### config.mk
export PLATFORM = sky130hd
export DESIGN_NAME = uit_top
export DESIGN_NICKNAME = d
export VERILOG_FILES = /design/src/uit_pkg.sv /design/src/uit_ep.sv /design/src/uit_fifo.sv /design/src/uit_top.sv
export SDC_FILE = /design/constraint.sdc
export NUM_CORES = 2
export LEC_CHECK = 0
export BUFFER_PORTS_ARGS = -buffer_cell sky130_fd_sc_hd__buf_4
export CORE_ASPECT_RATIO = 0.7
export CORE_UTILIZATION = 30
export DETAILED_ROUTE_END_ITERATION = 16
export PLACE_DENSITY = 0.43
export RECOVER_POWER = 100
export REMOVE_ABC_BUFFERS = 1
export SLEW_MARGIN = 10
export SYNTH_ARGS = -nofsm -noshare
export SYNTH_HDL_FRONTEND = slang
export SYNTH_SLANG_ARGS = --single-unit
### constraint.sdc
create_clock -name mclk -period 3.8 [get_ports mclk]
set_input_delay 0.57 -clock mclk [delete_from_list [all_inputs] [get_ports mclk]]
set_output_delay 0.57 -clock mclk [all_outputs]
set_load 0.005 [all_outputs]
### src/uit_pkg.sv
// Shared constants and types for the USB IN endpoint transmit block
// How it works
// - An IN token with no data for a non-isochronous endpoint is answered with NAK only.
// - An IN token that finds no data sets the endpoint's token-while-empty flag.
// - A packet at the head of the shared queue for the addressed endpoint is sent; the host ACK is taken unless isochronous.
// - Transfer-complete is flagged once the last packet is acknowledged (sent, if isochronous) and the size is zero.
// - The shared FIFO half-empty interrupt is raised while the fill level is below half.
// - Every endpoint keeps its own size, count and completion flag.
// - A periodic transfer shorter than its frame quota ends with a short packet.
// - Each packet written to the FIFO reduces the remaining size by its length.
// - Size and count both zero raises transfer-complete and clears endpoint enable.
package uit_pkg;
  localparam int N_EP     = 2;
  localparam int EPW      = 1;
  localparam int WF_DEPTH = 64;
  localparam int WF_AW    = 6;
  localparam int PQ_DEPTH = 8;
  localparam int PQ_AW    = 3;
  localparam int LEN_W    = 11;
  localparam int XFER_W   = 19;
  localparam int PKT_W    = 10;
  localparam int ST_W     = 1 + 2 * N_EP;

  localparam logic [7:0] A_INT_STS     = 8'h00;
  localparam logic [7:0] A_INT_MSK     = 8'h04;
  localparam logic [7:0] A_FIFO_DATA   = 8'h08;
  localparam logic [7:0] A_FIFO_COMMIT = 8'h0C;
  localparam logic [7:0] A_FIFO_SPACE  = 8'h10;
  localparam logic [7:0] A_EP_BASE     = 8'h20;
  localparam logic [7:0] A_EP_END      = 8'h40;
  localparam logic [3:0] EP_CTL        = 4'h0;
  localparam logic [3:0] EP_TSIZ       = 4'h4;
  localparam logic [3:0] EP_DMA        = 4'h8;

  localparam int CTL_EN      = 31;
  localparam int CTL_SNAK    = 27;
  localparam int CTL_CLR_NAK = 26;
  localparam int CTL_TYPE_LO = 18;
  localparam int CTL_NAKSTS  = 17;
  localparam int TSIZ_PKT_LO = 19;
  localparam int TSIZ_PPF_LO = 29;
  localparam int COMMIT_EP   = 16;
  localparam int ST_HALF     = 0;

  localparam logic [1:0]      EPTYPE_ISO = 2'h1;
  localparam logic [ST_W-1:0] MSK_RST    = 5'h00;
  localparam logic [31:0]     REG_RST    = 32'h0000_0000;

  typedef struct packed {
    logic [EPW-1:0]   ep;
    logic [LEN_W-1:0] len;
  } uit_pkt_t;

  typedef struct packed {
    logic [31:0] data;
    logic [2:0]  bytes;
    logic        last;
    logic        zlp;
  } uit_txd_t;

  typedef enum logic [2:0] {
    S_IDLE = 3'b001,
    S_SEND = 3'b010,
    S_WACK = 3'b100
  } uit_st_t;
endpackage

### src/uit_ep.sv
// Per-endpoint control, transfer size and address registers
`timescale 1ns/10ps
`default_nettype none
module uit_ep
  import uit_pkg::*;
(
  input  wire logic             mclk,
  input  wire logic             rstn,
  input  wire logic             wr_ctl,
  input  wire logic             wr_tsiz,
  input  wire logic             wr_dma,
  input  wire logic [31:0]      wdata,
  input  wire logic             commit,
  input  wire logic [LEN_W-1:0] commit_len,
  input  wire logic             done,
  output logic      [31:0]      ctl_rd,
  output logic      [31:0]      tsiz_rd,
  output logic      [31:0]      dma_rd,
  output logic                  nak,
  output logic                  iso,
  output logic                  cmpl
);
  logic              en_r, en_nxt, nak_r, nak_nxt;
  logic [1:0]        typ_r, typ_nxt, ppf_r, ppf_nxt;
  logic [LEN_W-1:0]  mps_r, mps_nxt;
  logic [XFER_W-1:0] xfer_r, xfer_nxt;
  logic [PKT_W-1:0]  pkt_r, pkt_nxt;
  logic [31:0]       dma_r, dma_nxt;

  assign ctl_rd  = {en_r, 11'h000, typ_r, nak_r, 6'h00, mps_r};
  assign tsiz_rd = {1'b0, ppf_r, pkt_r, xfer_r};
  assign dma_rd  = dma_r;
  assign nak     = nak_r;
  assign iso     = (typ_r == EPTYPE_ISO);

  always_comb begin
    en_nxt   = en_r;
    nak_nxt  = nak_r;
    typ_nxt  = typ_r;
    mps_nxt  = mps_r;
    xfer_nxt = xfer_r;
    pkt_nxt  = pkt_r;
    ppf_nxt  = ppf_r;
    dma_nxt  = wr_dma ? wdata : dma_r;
    cmpl     = 1'b0;
    if (wr_ctl) begin
      en_nxt  = wdata[CTL_EN];
      typ_nxt = wdata[CTL_TYPE_LO +: 2];
      mps_nxt = wdata[LEN_W-1:0];
      if (wdata[CTL_CLR_NAK]) begin
        nak_nxt = 1'b0;
      end
      if (wdata[CTL_SNAK]) begin
        nak_nxt = 1'b1;
      end
    end
    if (wr_tsiz) begin
      xfer_nxt = wdata[XFER_W-1:0];
      pkt_nxt  = wdata[TSIZ_PKT_LO +: PKT_W];
      ppf_nxt  = wdata[TSIZ_PPF_LO +: 2];
    end
    if (commit) begin
      // Saturate so a careless oversize packet cannot wrap the remaining size
      xfer_nxt = (xfer_r > XFER_W'(commit_len)) ? XFER_W'(xfer_r - XFER_W'(commit_len))
                                                  : '0;
    end
    if (done && pkt_r != '0) begin
      pkt_nxt = PKT_W'(pkt_r - 1'b1);
    end
    if (done && en_r && xfer_nxt == '0 && pkt_nxt == '0) begin
      cmpl   = 1'b1;
      en_nxt = 1'b0;
    end
  end

  always_ff @(posedge mclk or negedge rstn) begin
    if (!rstn) begin
      en_r   <= 1'b0;
      nak_r  <= 1'b1;
      typ_r  <= '0;
      mps_r  <= '0;
      xfer_r <= '0;
      pkt_r  <= '0;
      ppf_r  <= '0;
      dma_r  <= REG_RST;
    end else begin
      en_r   <= en_nxt;
      nak_r  <= nak_nxt;
      typ_r  <= typ_nxt;
      mps_r  <= mps_nxt;
      xfer_r <= xfer_nxt;
      pkt_r  <= pkt_nxt;
      ppf_r  <= ppf_nxt;
      dma_r  <= dma_nxt;
    end
  end
endmodule
`default_nettype wire

### src/uit_fifo.sv
// Flop FIFO with offset peek and multi-entry pop
`timescale 1ns/10ps
`default_nettype none
module uit_fifo #(
  parameter int W     = 32,
  parameter int DEPTH = 64,
  parameter int AW    = 6
) (
  input  wire logic          mclk,
  input  wire logic          rstn,
  input  wire logic          push,
  input  wire logic [W-1:0]  din,
  input  wire logic          pop,
  input  wire logic [AW:0]   pop_n,
  input  wire logic [AW-1:0] peek_ofs,
  output logic      [W-1:0]  peek,
  output logic               full,
  output logic               empty,
  output logic      [AW:0]   level
);
  logic [W-1:0]  mem_r [DEPTH];
  logic [AW-1:0] wp_r, wp_nxt, rp_r, rp_nxt;
  logic [AW:0]   lvl_r, lvl_nxt;
  logic          do_push;

  // Peek never wraps past write pointer as long as offset stays below level
  assign peek    = mem_r[AW'(rp_r + peek_ofs)];
  assign full    = (lvl_r == (AW+1)'(DEPTH));
  assign empty   = (lvl_r == '0);
  assign level   = lvl_r;
  assign do_push = push && !full;

  always_comb begin
    wp_nxt  = do_push ? AW'(wp_r + 1'b1) : wp_r;
    rp_nxt  = pop ? AW'(rp_r + pop_n[AW-1:0]) : rp_r;
    lvl_nxt = (AW+1)'(lvl_r + {{AW{1'b0}}, do_push} - (pop ? pop_n : '0));
  end

  always_ff @(posedge mclk or negedge rstn) begin
    if (!rstn) begin
      wp_r  <= '0;
      rp_r  <= '0;
      lvl_r <= '0;
    end else begin
      wp_r  <= wp_nxt;
      rp_r  <= rp_nxt;
      lvl_r <= lvl_nxt;
    end
  end

  // Storage carries no reset: only the pointers define what is valid
  always_ff @(posedge mclk) begin
    if (do_push) begin
      mem_r[wp_r] <= din;
    end
  end
endmodule
`default_nettype wire

### src/uit_top.sv
// IN endpoint transmit engine with AHB-Lite register slave
//
// Our own choices: the AHB-Lite interface to the registers and the address map.
`timescale 1ns/10ps
`default_nettype none
module uit_top
  import uit_pkg::*;
(
  input  wire logic           mclk,
  input  wire logic           rstn,
  input  wire logic           hsel,
  input  wire logic [31:0]    haddr,
  input  wire logic [1:0]     htrans,
  input  wire logic           hwrite,
  input  wire logic [2:0]     hsize,
  input  wire logic [31:0]    hwdata,
  input  wire logic           hready,
  output logic                hreadyout,
  output logic      [31:0]    hrdata,
  output logic                hresp,
  output logic                irq,
  input  wire logic           tok_valid,
  input  wire logic [EPW-1:0] tok_ep,
  input  wire logic           tx_ready,
  input  wire logic           ack_rcvd,
  input  wire logic           ack_timeout,
  output logic                tx_valid,
  output uit_txd_t            tx_word,
  output logic                hs_nak
);
  // Bus slave state
  logic            wr_pend_r, wr_pend_nxt;
  logic [7:0]      waddr_r, waddr_nxt;
  logic [31:0]     hrdata_r, hrdata_nxt;
  logic            aphase;
  logic            wr_sts, wr_msk, wr_data, wr_commit, wr_ep;
  logic [EPW-1:0]  wr_idx;

  // Interrupt state
  logic [ST_W-1:0] sts_r, sts_nxt, msk_r, msk_nxt, sts_set;
  logic            irq_r, irq_nxt;

  // Endpoint views
  logic [31:0]     ep_ctl [N_EP];
  logic [31:0]     ep_tsiz [N_EP];
  logic [31:0]     ep_dma [N_EP];
  logic [N_EP-1:0] ep_nak, ep_iso, ep_cmpl;

  // FIFOs
  uit_pkt_t        pq_head, pq_din;
  logic            pq_full, pq_empty, pq_push;
  logic [31:0]     wf_peek;
  logic [WF_AW:0]  wf_level;
  logic [WF_AW:0]  wf_pop_n;
  logic [WF_AW-1:0] ofs_nxt;

  // Transmit state
  uit_st_t         st_r, st_nxt;
  logic [EPW-1:0]  cur_ep_r, cur_ep_nxt;
  logic [LEN_W-1:0] cur_len_r, cur_len_nxt;
  logic [WF_AW:0]  nw_r, nw_nxt;
  logic [WF_AW-1:0] ofs_r;
  logic            real_r, real_nxt;
  uit_txd_t        txd_r, txd_nxt;
  logic            txv_r, txv_nxt, nak_r, nak_nxt;
  logic            done;
  logic [N_EP-1:0] tkn_set;
  logic [11:0]     wsum;
  logic [2:0]      tail_bytes;
  logic            head_hit;

  assign hreadyout = 1'b1;
  assign hresp     = 1'b0;
  assign hrdata    = hrdata_r;
  assign irq       = irq_r;
  assign tx_valid  = txv_r;
  assign tx_word   = txd_r;
  assign hs_nak    = nak_r;

  // Zero wait states: every access finishes in its first data-phase cycle
  assign aphase    = hsel && htrans[1] && hready;
  assign wr_sts    = wr_pend_r && waddr_r == A_INT_STS;
  assign wr_msk    = wr_pend_r && waddr_r == A_INT_MSK;
  assign wr_data   = wr_pend_r && waddr_r == A_FIFO_DATA;
  assign wr_commit = wr_pend_r && waddr_r == A_FIFO_COMMIT;
  assign wr_ep     = wr_pend_r && waddr_r >= A_EP_BASE && waddr_r < A_EP_END;
  assign wr_idx    = waddr_r[4 +: EPW];
  assign pq_din    = '{ep: hwdata[COMMIT_EP +: EPW], len: hwdata[LEN_W-1:0]};
  assign pq_push   = wr_commit && !pq_full;

  always_comb begin
    wr_pend_nxt = aphase && hwrite;
    waddr_nxt   = aphase ? haddr[7:0] : waddr_r;
    hrdata_nxt  = '0;
    if (aphase && !hwrite) begin
      case (haddr[7:0])
        A_INT_STS:    hrdata_nxt = 32'(sts_r);
        A_INT_MSK:    hrdata_nxt = 32'(msk_r);
        A_FIFO_SPACE: hrdata_nxt = 32'(WF_DEPTH) - 32'(wf_level);
        default: begin
          if (haddr[7:0] >= A_EP_BASE && haddr[7:0] < A_EP_END) begin
            case (haddr[3:0])
              EP_CTL:  hrdata_nxt = ep_ctl[haddr[4 +: EPW]];
              EP_TSIZ: hrdata_nxt = ep_tsiz[haddr[4 +: EPW]];
              EP_DMA:  hrdata_nxt = ep_dma[haddr[4 +: EPW]];
              default: hrdata_nxt = '0;
            endcase
          end
        end
      endcase
    end
  end

  always_ff @(posedge mclk or negedge rstn) begin
    if (!rstn) begin
      wr_pend_r <= 1'b0;
      waddr_r   <= '0;
      hrdata_r  <= REG_RST;
    end else begin
      wr_pend_r <= wr_pend_nxt;
      waddr_r   <= waddr_nxt;
      hrdata_r  <= hrdata_nxt;
    end
  end

  // Shared FIFO: data words, and a packet queue that fixes the write order
  uit_fifo #(.W(32), .DEPTH(WF_DEPTH), .AW(WF_AW)) u_wf (
    .mclk     (mclk),
    .rstn     (rstn),
    .push     (wr_data),
    .din      (hwdata),
    .pop      (done),
    .pop_n    (wf_pop_n),
    .peek_ofs (ofs_nxt),
    .peek     (wf_peek),
    .full     (),
    .empty    (),
    .level    (wf_level)
  );

  uit_fifo #(.W($bits(uit_pkt_t)), .DEPTH(PQ_DEPTH), .AW(PQ_AW)) u_pq (
    .mclk     (mclk),
    .rstn     (rstn),
    .push     (pq_push),
    .din      (pq_din),
    .pop      (done),
    .pop_n    ((PQ_AW+1)'(1)),
    .peek_ofs ('0),
    .peek     (pq_head),
    .full     (pq_full),
    .empty    (pq_empty),
    .level    ()
  );

  genvar gi;
  generate
    for (gi = 0; gi < N_EP; gi++) begin : g_ep
      uit_ep u_ep (
        .mclk       (mclk),
        .rstn       (rstn),
        .wr_ctl     (wr_ep && wr_idx == EPW'(gi) && waddr_r[3:0] == EP_CTL),
        .wr_tsiz    (wr_ep && wr_idx == EPW'(gi) && waddr_r[3:0] == EP_TSIZ),
        .wr_dma     (wr_ep && wr_idx == EPW'(gi) && waddr_r[3:0] == EP_DMA),
        .wdata      (hwdata),
        .commit     (pq_push && pq_din.ep == EPW'(gi)),
        .commit_len (pq_din.len),
        .done       (done && cur_ep_r == EPW'(gi)),
        .ctl_rd     (ep_ctl[gi]),
        .tsiz_rd    (ep_tsiz[gi]),
        .dma_rd     (ep_dma[gi]),
        .nak        (ep_nak[gi]),
        .iso        (ep_iso[gi]),
        .cmpl       (ep_cmpl[gi])
      );
    end
  endgenerate

  // Head of the shared queue must belong to the addressed endpoint
  assign head_hit   = !pq_empty && pq_head.ep == tok_ep && !ep_nak[tok_ep];
  assign wsum       = 12'({1'b0, pq_head.len} + 12'h003);
  assign tail_bytes = (cur_len_r[1:0] == 2'h0) ? 3'h4 : {1'b0, cur_len_r[1:0]};
  assign wf_pop_n   = nw_r;

  always_comb begin
    st_nxt      = st_r;
    cur_ep_nxt  = cur_ep_r;
    cur_len_nxt = cur_len_r;
    nw_nxt      = nw_r;
    real_nxt    = real_r;
    ofs_nxt     = ofs_r;
    txd_nxt     = txd_r;
    txv_nxt     = txv_r;
    nak_nxt     = 1'b0;
    done        = 1'b0;
    tkn_set     = '0;
    case (st_r)
      S_IDLE: begin
        ofs_nxt = '0;
        if (tok_valid) begin
          cur_ep_nxt = tok_ep;
          if (head_hit) begin
            cur_len_nxt = pq_head.len;
            nw_nxt      = wsum[WF_AW+2:2];
            real_nxt    = 1'b1;
            txv_nxt     = 1'b1;
            txd_nxt     = '{data: (pq_head.len == '0) ? 32'h0000_0000 : wf_peek,
                            bytes: (pq_head.len == '0) ? 3'h0 :
                                   (wsum[WF_AW+2:2] == (WF_AW+1)'(1)) ?
                                   ((pq_head.len[1:0] == 2'h0) ? 3'h4 :
                                    {1'b0, pq_head.len[1:0]}) : 3'h4,
                            last: wsum[WF_AW+2:2] <= (WF_AW+1)'(1),
                            zlp: pq_head.len == '0};
            st_nxt      = S_SEND;
          end else begin
            tkn_set[tok_ep] = 1'b1;
            if (ep_iso[tok_ep] && !ep_nak[tok_ep]) begin
              real_nxt = 1'b0;
              nw_nxt   = '0;
              txv_nxt  = 1'b1;
              txd_nxt  = '{data: 32'h0000_0000, bytes: 3'h0, last: 1'b1, zlp: 1'b1};
              st_nxt   = S_SEND;
            end else begin
              nak_nxt = 1'b1;
            end
          end
        end
      end
      S_SEND: begin
        if (tx_ready) begin
          if (txd_r.last) begin
            txv_nxt = 1'b0;
            ofs_nxt = '0;
            if (ep_iso[cur_ep_r]) begin
              // No handshake on isochronous: count the packet once it is out
              done   = real_r;
              st_nxt = S_IDLE;
            end else begin
              st_nxt = S_WACK;
            end
          end else begin
            ofs_nxt = WF_AW'(ofs_r + 1'b1);
            txd_nxt = '{data: wf_peek,
                        bytes: ((WF_AW+1)'(ofs_nxt) == nw_r - 1'b1) ? tail_bytes : 3'h4,
                        last: (WF_AW+1)'(ofs_nxt) == nw_r - 1'b1,
                        zlp: 1'b0};
          end
        end
      end
      S_WACK: begin
        if (ack_rcvd) begin
          done   = 1'b1;
          st_nxt = S_IDLE;
        end else if (ack_timeout) begin
          // Data stays queued so the host's retry gets the same packet
          st_nxt = S_IDLE;
        end
      end
      default: begin
        st_nxt  = S_IDLE;
        txv_nxt = 1'b0;
      end
    endcase
  end

  always_ff @(posedge mclk or negedge rstn) begin
    if (!rstn) begin
      st_r      <= S_IDLE;
      cur_ep_r  <= '0;
      cur_len_r <= '0;
      nw_r      <= '0;
      real_r    <= 1'b0;
      ofs_r     <= '0;
      txd_r     <= '0;
      txv_r     <= 1'b0;
      nak_r     <= 1'b0;
    end else begin
      st_r      <= st_nxt;
      cur_ep_r  <= cur_ep_nxt;
      cur_len_r <= cur_len_nxt;
      nw_r      <= nw_nxt;
      real_r    <= real_nxt;
      ofs_r     <= ofs_nxt;
      txd_r     <= txd_nxt;
      txv_r     <= txv_nxt;
      nak_r     <= nak_nxt;
    end
  end

  // Sticky status, write one to clear; a new event in the same cycle wins
  always_comb begin
    sts_set          = '0;
    sts_set[ST_HALF] = wf_level < (WF_AW+1)'(WF_DEPTH / 2);
    for (int i = 0; i < N_EP; i++) begin
      sts_set[1 + 2*i] = ep_cmpl[i];
      sts_set[2 + 2*i] = tkn_set[i];
    end
    sts_nxt = (sts_r & ~(wr_sts ? hwdata[ST_W-1:0] : '0)) | sts_set;
    msk_nxt = wr_msk ? hwdata[ST_W-1:0] : msk_r;
    irq_nxt = |(sts_nxt & msk_nxt);
  end

  always_ff @(posedge mclk or negedge rstn) begin
    if (!rstn) begin
      sts_r <= '0;
      msk_r <= MSK_RST;
      irq_r <= 1'b0;
    end else begin
      sts_r <= sts_nxt;
      msk_r <= msk_nxt;
      irq_r <= irq_nxt;
    end
  end
endmodule
`default_nettype wire
=== Word-level counts from Yosys, hierarchy flattened ===
Memories as Yosys holds them, arrays and structs flattened.
Cells that the tools add are included.

* $add $sub $neg: 17
* Multiplexer cells: 93
* Reductions and logical operators: 72
* Order comparisons: 12
* Bitwise operators: 9
* Equal/unequal tests: 25

{| class="wikitable"
|+ Operators by type and width
! operator !! number
|-
| 32-bit 2-to-1 mux || 11
|-
| 32-bit one-hot mux with 3 select lines || 2
|-
| 37-bit 2-to-1 mux || 5
|-
| 19-bit 2-to-1 mux || 6
|-
| 37-bit one-hot mux with 2 select lines || 1
|-
| 10-bit 2-to-1 mux || 4
|-
| 3-bit 2-to-1 mux || 13
|-
| 19-bit by 11-bit greater-than comparator with 1-bit output || 2
|-
| 1-bit logical AND || 38
|-
| 19-bit zero test || 2
|-
| 19-bit by 11-bit subtractor with 19-bit output || 2
|-
| 1-bit 2-to-1 mux || 35
|-
| 31-bit 2-to-1 mux || 1
|-
| 7-bit 2-to-1 mux || 3
|-
| 10-bit zero test || 2
|-
| 10-bit nonzero test || 2
|-
| 10-bit by 1-bit subtractor with 10-bit output, second input constant || 2
|-
| 8-bit by 3-bit == test with 1-bit output, second input constant || 2
|-
| 8-bit by 4-bit == test with 1-bit output, second input constant || 2
|-
| 8-bit by 6-bit >= comparator with 1-bit output, second input constant || 2
|-
| 8-bit zero test || 2
|-
| 8-bit by 7-bit < comparator with 1-bit output, second input constant || 2
|-
| 5-bit AND reduction || 3
|-
| 6-bit by 1-bit adder with 6-bit output, second input constant || 2
|-
| 49 further kinds || 82
|}

* Memory bits (writable): 2144
* Bits in registers: 296
* Logic and storage cells: 270
* Output and inout bits: 74
* Memories: 2

{| class="wikitable"
|+ Memories
! name !! depth !! bits a word !! read ports !! clocked after memory_dff !! wr ports !! line !! source
|-
| u_wf.mem_r || 64 || 32 || 1 || 0 || 1 || uit_fifo.sv:21 || <nowiki>logic [W-1:0] mem_r [DEPTH];</nowiki>
|-
| u_pq.mem_r || 8 || 12 || 1 || 0 || 1 || uit_fifo.sv:21 ||
|}

=== Longest topological paths before layout ===
* Word-level depth: 16
* Gate-level depth with buffers: 17

=== Modules after synthesis ===
A second synthesis with hierarchy kept.

* Cell total of the unflattened synthesis: 5574
* Area, all modules: 100577.7 um2

{| class="wikitable"
|+ Modules (own cells, without submodules)
! module !! seq. area each (um2) !! instances !! area each (um2) !! cells an instance
|-
| uit_fifo (u_wf) || 61974.4 || 1 || 80347.1 || 3732
|-
| uit_top || 2778.9 || 1 || 6505.0 || 725
|-
| uit_ep (g_ep[1].u_ep) || 1953.1 || 1 || 4688.2 || 467
|-
| uit_ep (g_ep[0].u_ep) || 1953.1 || 1 || 4636.9 || 441
|-
| uit_fifo (u_pq) || 3133.0 || 1 || 4400.5 || 209
|}

=== Least setup slack after synthesis ===
Ideal clock, no wire load.

* Kind: reg-to-reg
* From: register st_r[2]
* To: register txd_r (netlist bit tx_word[35])
* Stages on the path, launching flop included: 15
* Setup slack: -0.213 ns
* Data required time: 3.678 ns
* Data arrival time: 3.892 ns
* Setup time: 0.122 ns
* Clock period less this slack: 4.013 ns
* Path buffers: 4
* Cell sequence: dfrtp_1 -> clkbuf_1 -> nand3b_1 -> nor2_1 -> nand2_1 -> o21ai_0 -> ha_1 -> clkbuf_1 -> clkbuf_1 -> buf_1 -> mux4_2 -> mux4_2 -> nand2_1 -> nand3_1 -> a32o_1

* Cells in the longest elaborated chain, start to end: 8

{| class="wikitable"
|+ Ends and longest elaborated chain
! what !! line !! source
|-
| start: declaration || uit_top.sv:58 || <nowiki>uit_st_t st_r, st_nxt;</nowiki>
|-
| start signal: assignment || uit_top.sv:277 || <nowiki>st_r <= st_nxt;</nowiki>
|-
| 3-bit by 2-bit == test with 1-bit output or 3-bit by 1-bit == test with 1-bit output (tied branches) || uit_top.sv:196 || <nowiki>case (st_r)</nowiki>
|-
| 6-bit one-hot mux with 2 select lines * || uit_top.sv:196 ||
|-
| net ofs_nxt[0] || uit_top.sv:55 || <nowiki>logic [WF_AW-1:0] ofs_nxt;</nowiki>
|-
| 6-bit adder * || uit_fifo.sv:27 || <nowiki>assign peek = mem_r[AW'(rp_r + peek_ofs)];</nowiki>
|-
| memory read 64 x 32 bit * || -- ||
|-
| 32-bit 2-to-1 mux || uit_top.sv:206 || <nowiki>txd_nxt = '{data: (pq_head.len == '0) ? 32'h0000_0000 : wf_peek,</nowiki>
|-
| 37-bit 2-to-1 mux || uit_top.sv:201 || <nowiki>if (head_hit) begin</nowiki>
|-
| 37-bit 2-to-1 mux || uit_top.sv:199 || <nowiki>if (tok_valid) begin</nowiki>
|-
| 37-bit one-hot mux with 2 select lines * || uit_top.sv:196 ||
|-
| end signal: assignment || uit_top.sv:283 || <nowiki>txd_r <= txd_nxt;</nowiki>
|-
| end: declaration || uit_top.sv:64 || <nowiki>uit_txd_t txd_r, txd_nxt;</nowiki>
|}

The timed path passes the listed nets; every way through them passes the cells marked *. The select of a mux whose other input is x is not followed.
A chain may end at the register's enable or synchronous reset.

=== Final worst setup path ===
* From: register st_r[0]
* To: register txd_r (netlist bit tx_word[27])

Same word-level chain as after synthesis.

==> results.py <==
metrics = {
    "cts": {
        "cts_max_level": 4,
        "numCtsBuffers": 249,
        "clockBufferDepth": 4,
        "path_clk_slew_ps": 60,
        "cts_root_buf": "clkbuf_16",
        "cts.sinks": 2440,
        "cts_tree": "built",
        "insertion_delay_ps": 950,
    },
    "synthesis": {
        "netlist.area_leader.share": 0.654,
        "avgSynthCellArea_um2": 19.5,
        "yosysMostFrequentCell": "edfxtp_1",
        "ys_seq_elements": 2440,
        "ys_seq_area_frac": 0.729,
        "syn_area_mm2": 0.0985,
        "synth.distinct_cells": 86,
        "synth.top_cells.by_area": "edfxtp_1 65%, mux4_2 15%, dfrtp_1 7.4%",
        "synth_edf_count": 2144,
        "ys.flop_type": "edfxtp_1",
        "async_flop_share": 0.121,
        "synth_area_leader_cell": "edfxtp_1",
        "synth_cells": 5052,
        "synth_common_cells": "2144 x edfxtp_1, 660 x mux4_2, 330 x nand2_1, 293 x dfrtp_1, 189 x clkbuf_1",
        "ys_warn_count": 0,
    },
    "floorplan": {
        "die-area_mm2": 0.331,
        "die-height_um": 481,
        "core.rowCount": 175,
        "ios": 153,
        "start_util": 0.302,
        "fp.dieW_um": 687,
        "fp.coreArea_mm2": 0.326,
    },
    "grt": {
        "grt_pass1_vias": 55200,
        "grt_max_degree": 80,
        "antenna_found_initial": 34,
        "grt_usage": 0.200,
        "grt_pass1_wl_um": 459000,
        "overflow": 0,
    },
    "sta": {
        "timing.final.crit_period_ps": 4360,
        "slew_headroom": -1.85,
        "finalSetupViolCount": 37,
        "hold_viol": 0,
        "setup_ws_ps": -559,
        "fmax_mhz": 229,
        "tightest_slew_ps": 4280,
        "slew_viol_final": 1659,
        "post-route-period-util": 1.15,
        "worst_clock_skew_ps": 92.1,
        "rsz0062_at_grt": "yes",
    },
    "worst_setup_path": {
        "cp-start-kind": "flip-flop",
        "crit_required_ps": 4570,
        "crit_path_max_fanout": 7,
        "path_class": "flip-flop to flip-flop",
        "end_kind": "flip-flop",
        "critPathArrivalTime_ps": 5130,
    },
    "pwr": {
        "leakagePower_nw": 41.3,
        "power_mw": 72.1,
        "p_per_area_mw_per_mm2": 589,
        "ir_worst_vdd_uv": 370,
    },
    "drt": {
        "first_pass_iters": 6,
        "wl_per_cell_um": 31.7,
        "num_vias": 54700,
        "ant_nets": 0,
        "viasPerCell": 5.19,
        "drc": 0,
        "drt_iter0_drc": 6496,
        "routed_wl_um": 335000,
    },
    "run": {
        "cap_viol_max_count": 36,
    },
    "final_layout": {
        "fillers": 29800,
        "drive_above_1_share": 0.359,
        "nNetsFinal": 6145,
        "postLayoutCoreUtil": 0.376,
        "area_growth_pct": 24.3,
    },
    "place": {
        "dp_hpwl_um": 211000,
        "gp_congestion": 0.857,
        "io_buffers": 122,
    },
    "status": {
        "status": "finished, violations left",
        "violations": "max-capacitance violations, max-slew violations, negative setup slack",
    },
    "min_path": {
        "min_path_type": "input port to flip-flop",
    },
}
## layer usage
layer	track usage	share of wire	vias to the layer above
li1	-	-	22700
met1	0.304	0.47	29600
met2	0.283	0.42	1966
met3	0.0554	0.086	365
met4	0.0428	0.021	8
met5	0	0.00017	-
## area by class of cell
class,instances,area (µm²),share of cell area
flip-flops and latches,2440,71800,0.586
multi-input cells,2271,26600,0.217
repair buffers,969,10400,0.0850
clock buffers,335,6750,0.0551
well taps,4336,5430,0.0443
clock inverters,119,1140,0.00935
inverters,71,267,0.00218
diodes,7,17.5,0.000143
## per-stage QoR
stage,area (µm²),instances,hold slack [ps],TNS [ps],setup WS (ps)
6_report,122000,10500,119,-16530,-559
5_1_grt,122000,10500,85.2,-21600,-672
4_1_cts,122000,10500,28.8,-15160,-582
3_5_place_dp,112000,9930,462,-24460,-978
3_3_place_gp,112000,9930,461,-27280,-1040
2_1_floorplan,97400,4782,274,-890810,-18190
## worst max-delay path, stage by stage, from the launching register on
cell	delay [ps]
dfstp_2	550
nand2b_1	80
a21o_1	220
a32o_2	270
fa_4	880
buf_12	180
buf_12	120
buf_12	140
buf_12	140
mux4_2	320
mux4_2	560
nand2_2	110
nand3b_1	240
a32o_1	330
## cell families after synthesis
family	share of synthesized area
adders and majority gates	0.00859
and+or+nand+nor	0.0422
muxes	0.168
DFF	0.729
AOI/OAI and AO/OA	0.0320
other	0.0000763
buffers and inverters	0.0132
xor gates and xnor gates	0.00676
## flip-flops by register name (all words and copies together) (netlist names), 8 cells and up
| signal | count |
|---|---|
| g_ep.u_ep.pkt_r | 20 |
| u_wf.mem_r | 2048 |
| u_pq.mem_r | 96 |
| g_ep.u_ep.mps_r | 22 |
| g_ep.u_ep.dma_rd | 64 |
| hrdata | 32 |
| tx_word | 37 |
| g_ep.u_ep.xfer_r | 38 |
| waddr_r | 8 |
## worst paths after layout
path	from	end	slack [ps]	cells after the start
min in group asynchronous	rstn	u_wf.level[5]$_DFF_PN0_	850	2
setup / recovery	st_r[0]$_DFFE_PN1P_	tx_word[27]$_DFFE_PN0P_	-560	13
hold / removal	tx_ready	ofs_r[0]$_DFF_PN0_	120	4
max in group asynchronous	rstn	g_ep[0].u_ep.xfer_r[1]$_DFF_PN0_	420	3
setup reg to reg	st_r[0]$_DFFE_PN1P_	tx_word[27]$_DFFE_PN0P_	-560	13
hold reg to reg	g_ep[0].u_ep.ppf_r[0]$_DFFE_PN0P_	g_ep[0].u_ep.ppf_r[0]$_DFFE_PN0P_	480	2
## report_power, final
| part | total [mW] | switching, mW | internal [mW] |
|---|---|---|---|
| clock | 24.3 | 10.6 | 13.7 |
| combinational | 17.6 | 9.03 | 8.61 |
| sequential | 30.1 | 0.587 | 29.5 |
## cell usage in the layout (no fill, tap or decap), drive strengths merged, types with 14 or more instances in the layout
master,Yosys,final
buf,81,862
dlygate4sd3,0,14
a21o,18,18
nand2b,15,15
clkinv,1,90
nor2,188,188
a21oi,103,103
nor4,21,21
clkbuf,189,428
mux4,660,660
mux2,89,89
ha,58,58
nor3,53,53
nand2,330,330
nand4,15,15
mux2i,68,68
xor2,28,28
dfrtp,293,293
bufinv,0,19
xnor2,48,48
or3,16,16
a32o,36,36
o22ai,23,23
edfxtp,2144,2144
inv,70,74
nand3b,42,42
o21ai,95,95
nand3,83,83
a222oi,33,33
## repair_timing
action,in CTS,in global routing
hold buffers,14,0
gates cloned,17,10
endpoints found under the hold margin,84,0
pin swaps,54,79
setup buffers,89,52
endpoints found under the setup margin,35,46
resized for setup,195,102
Power figures use the tool's default switching activity.
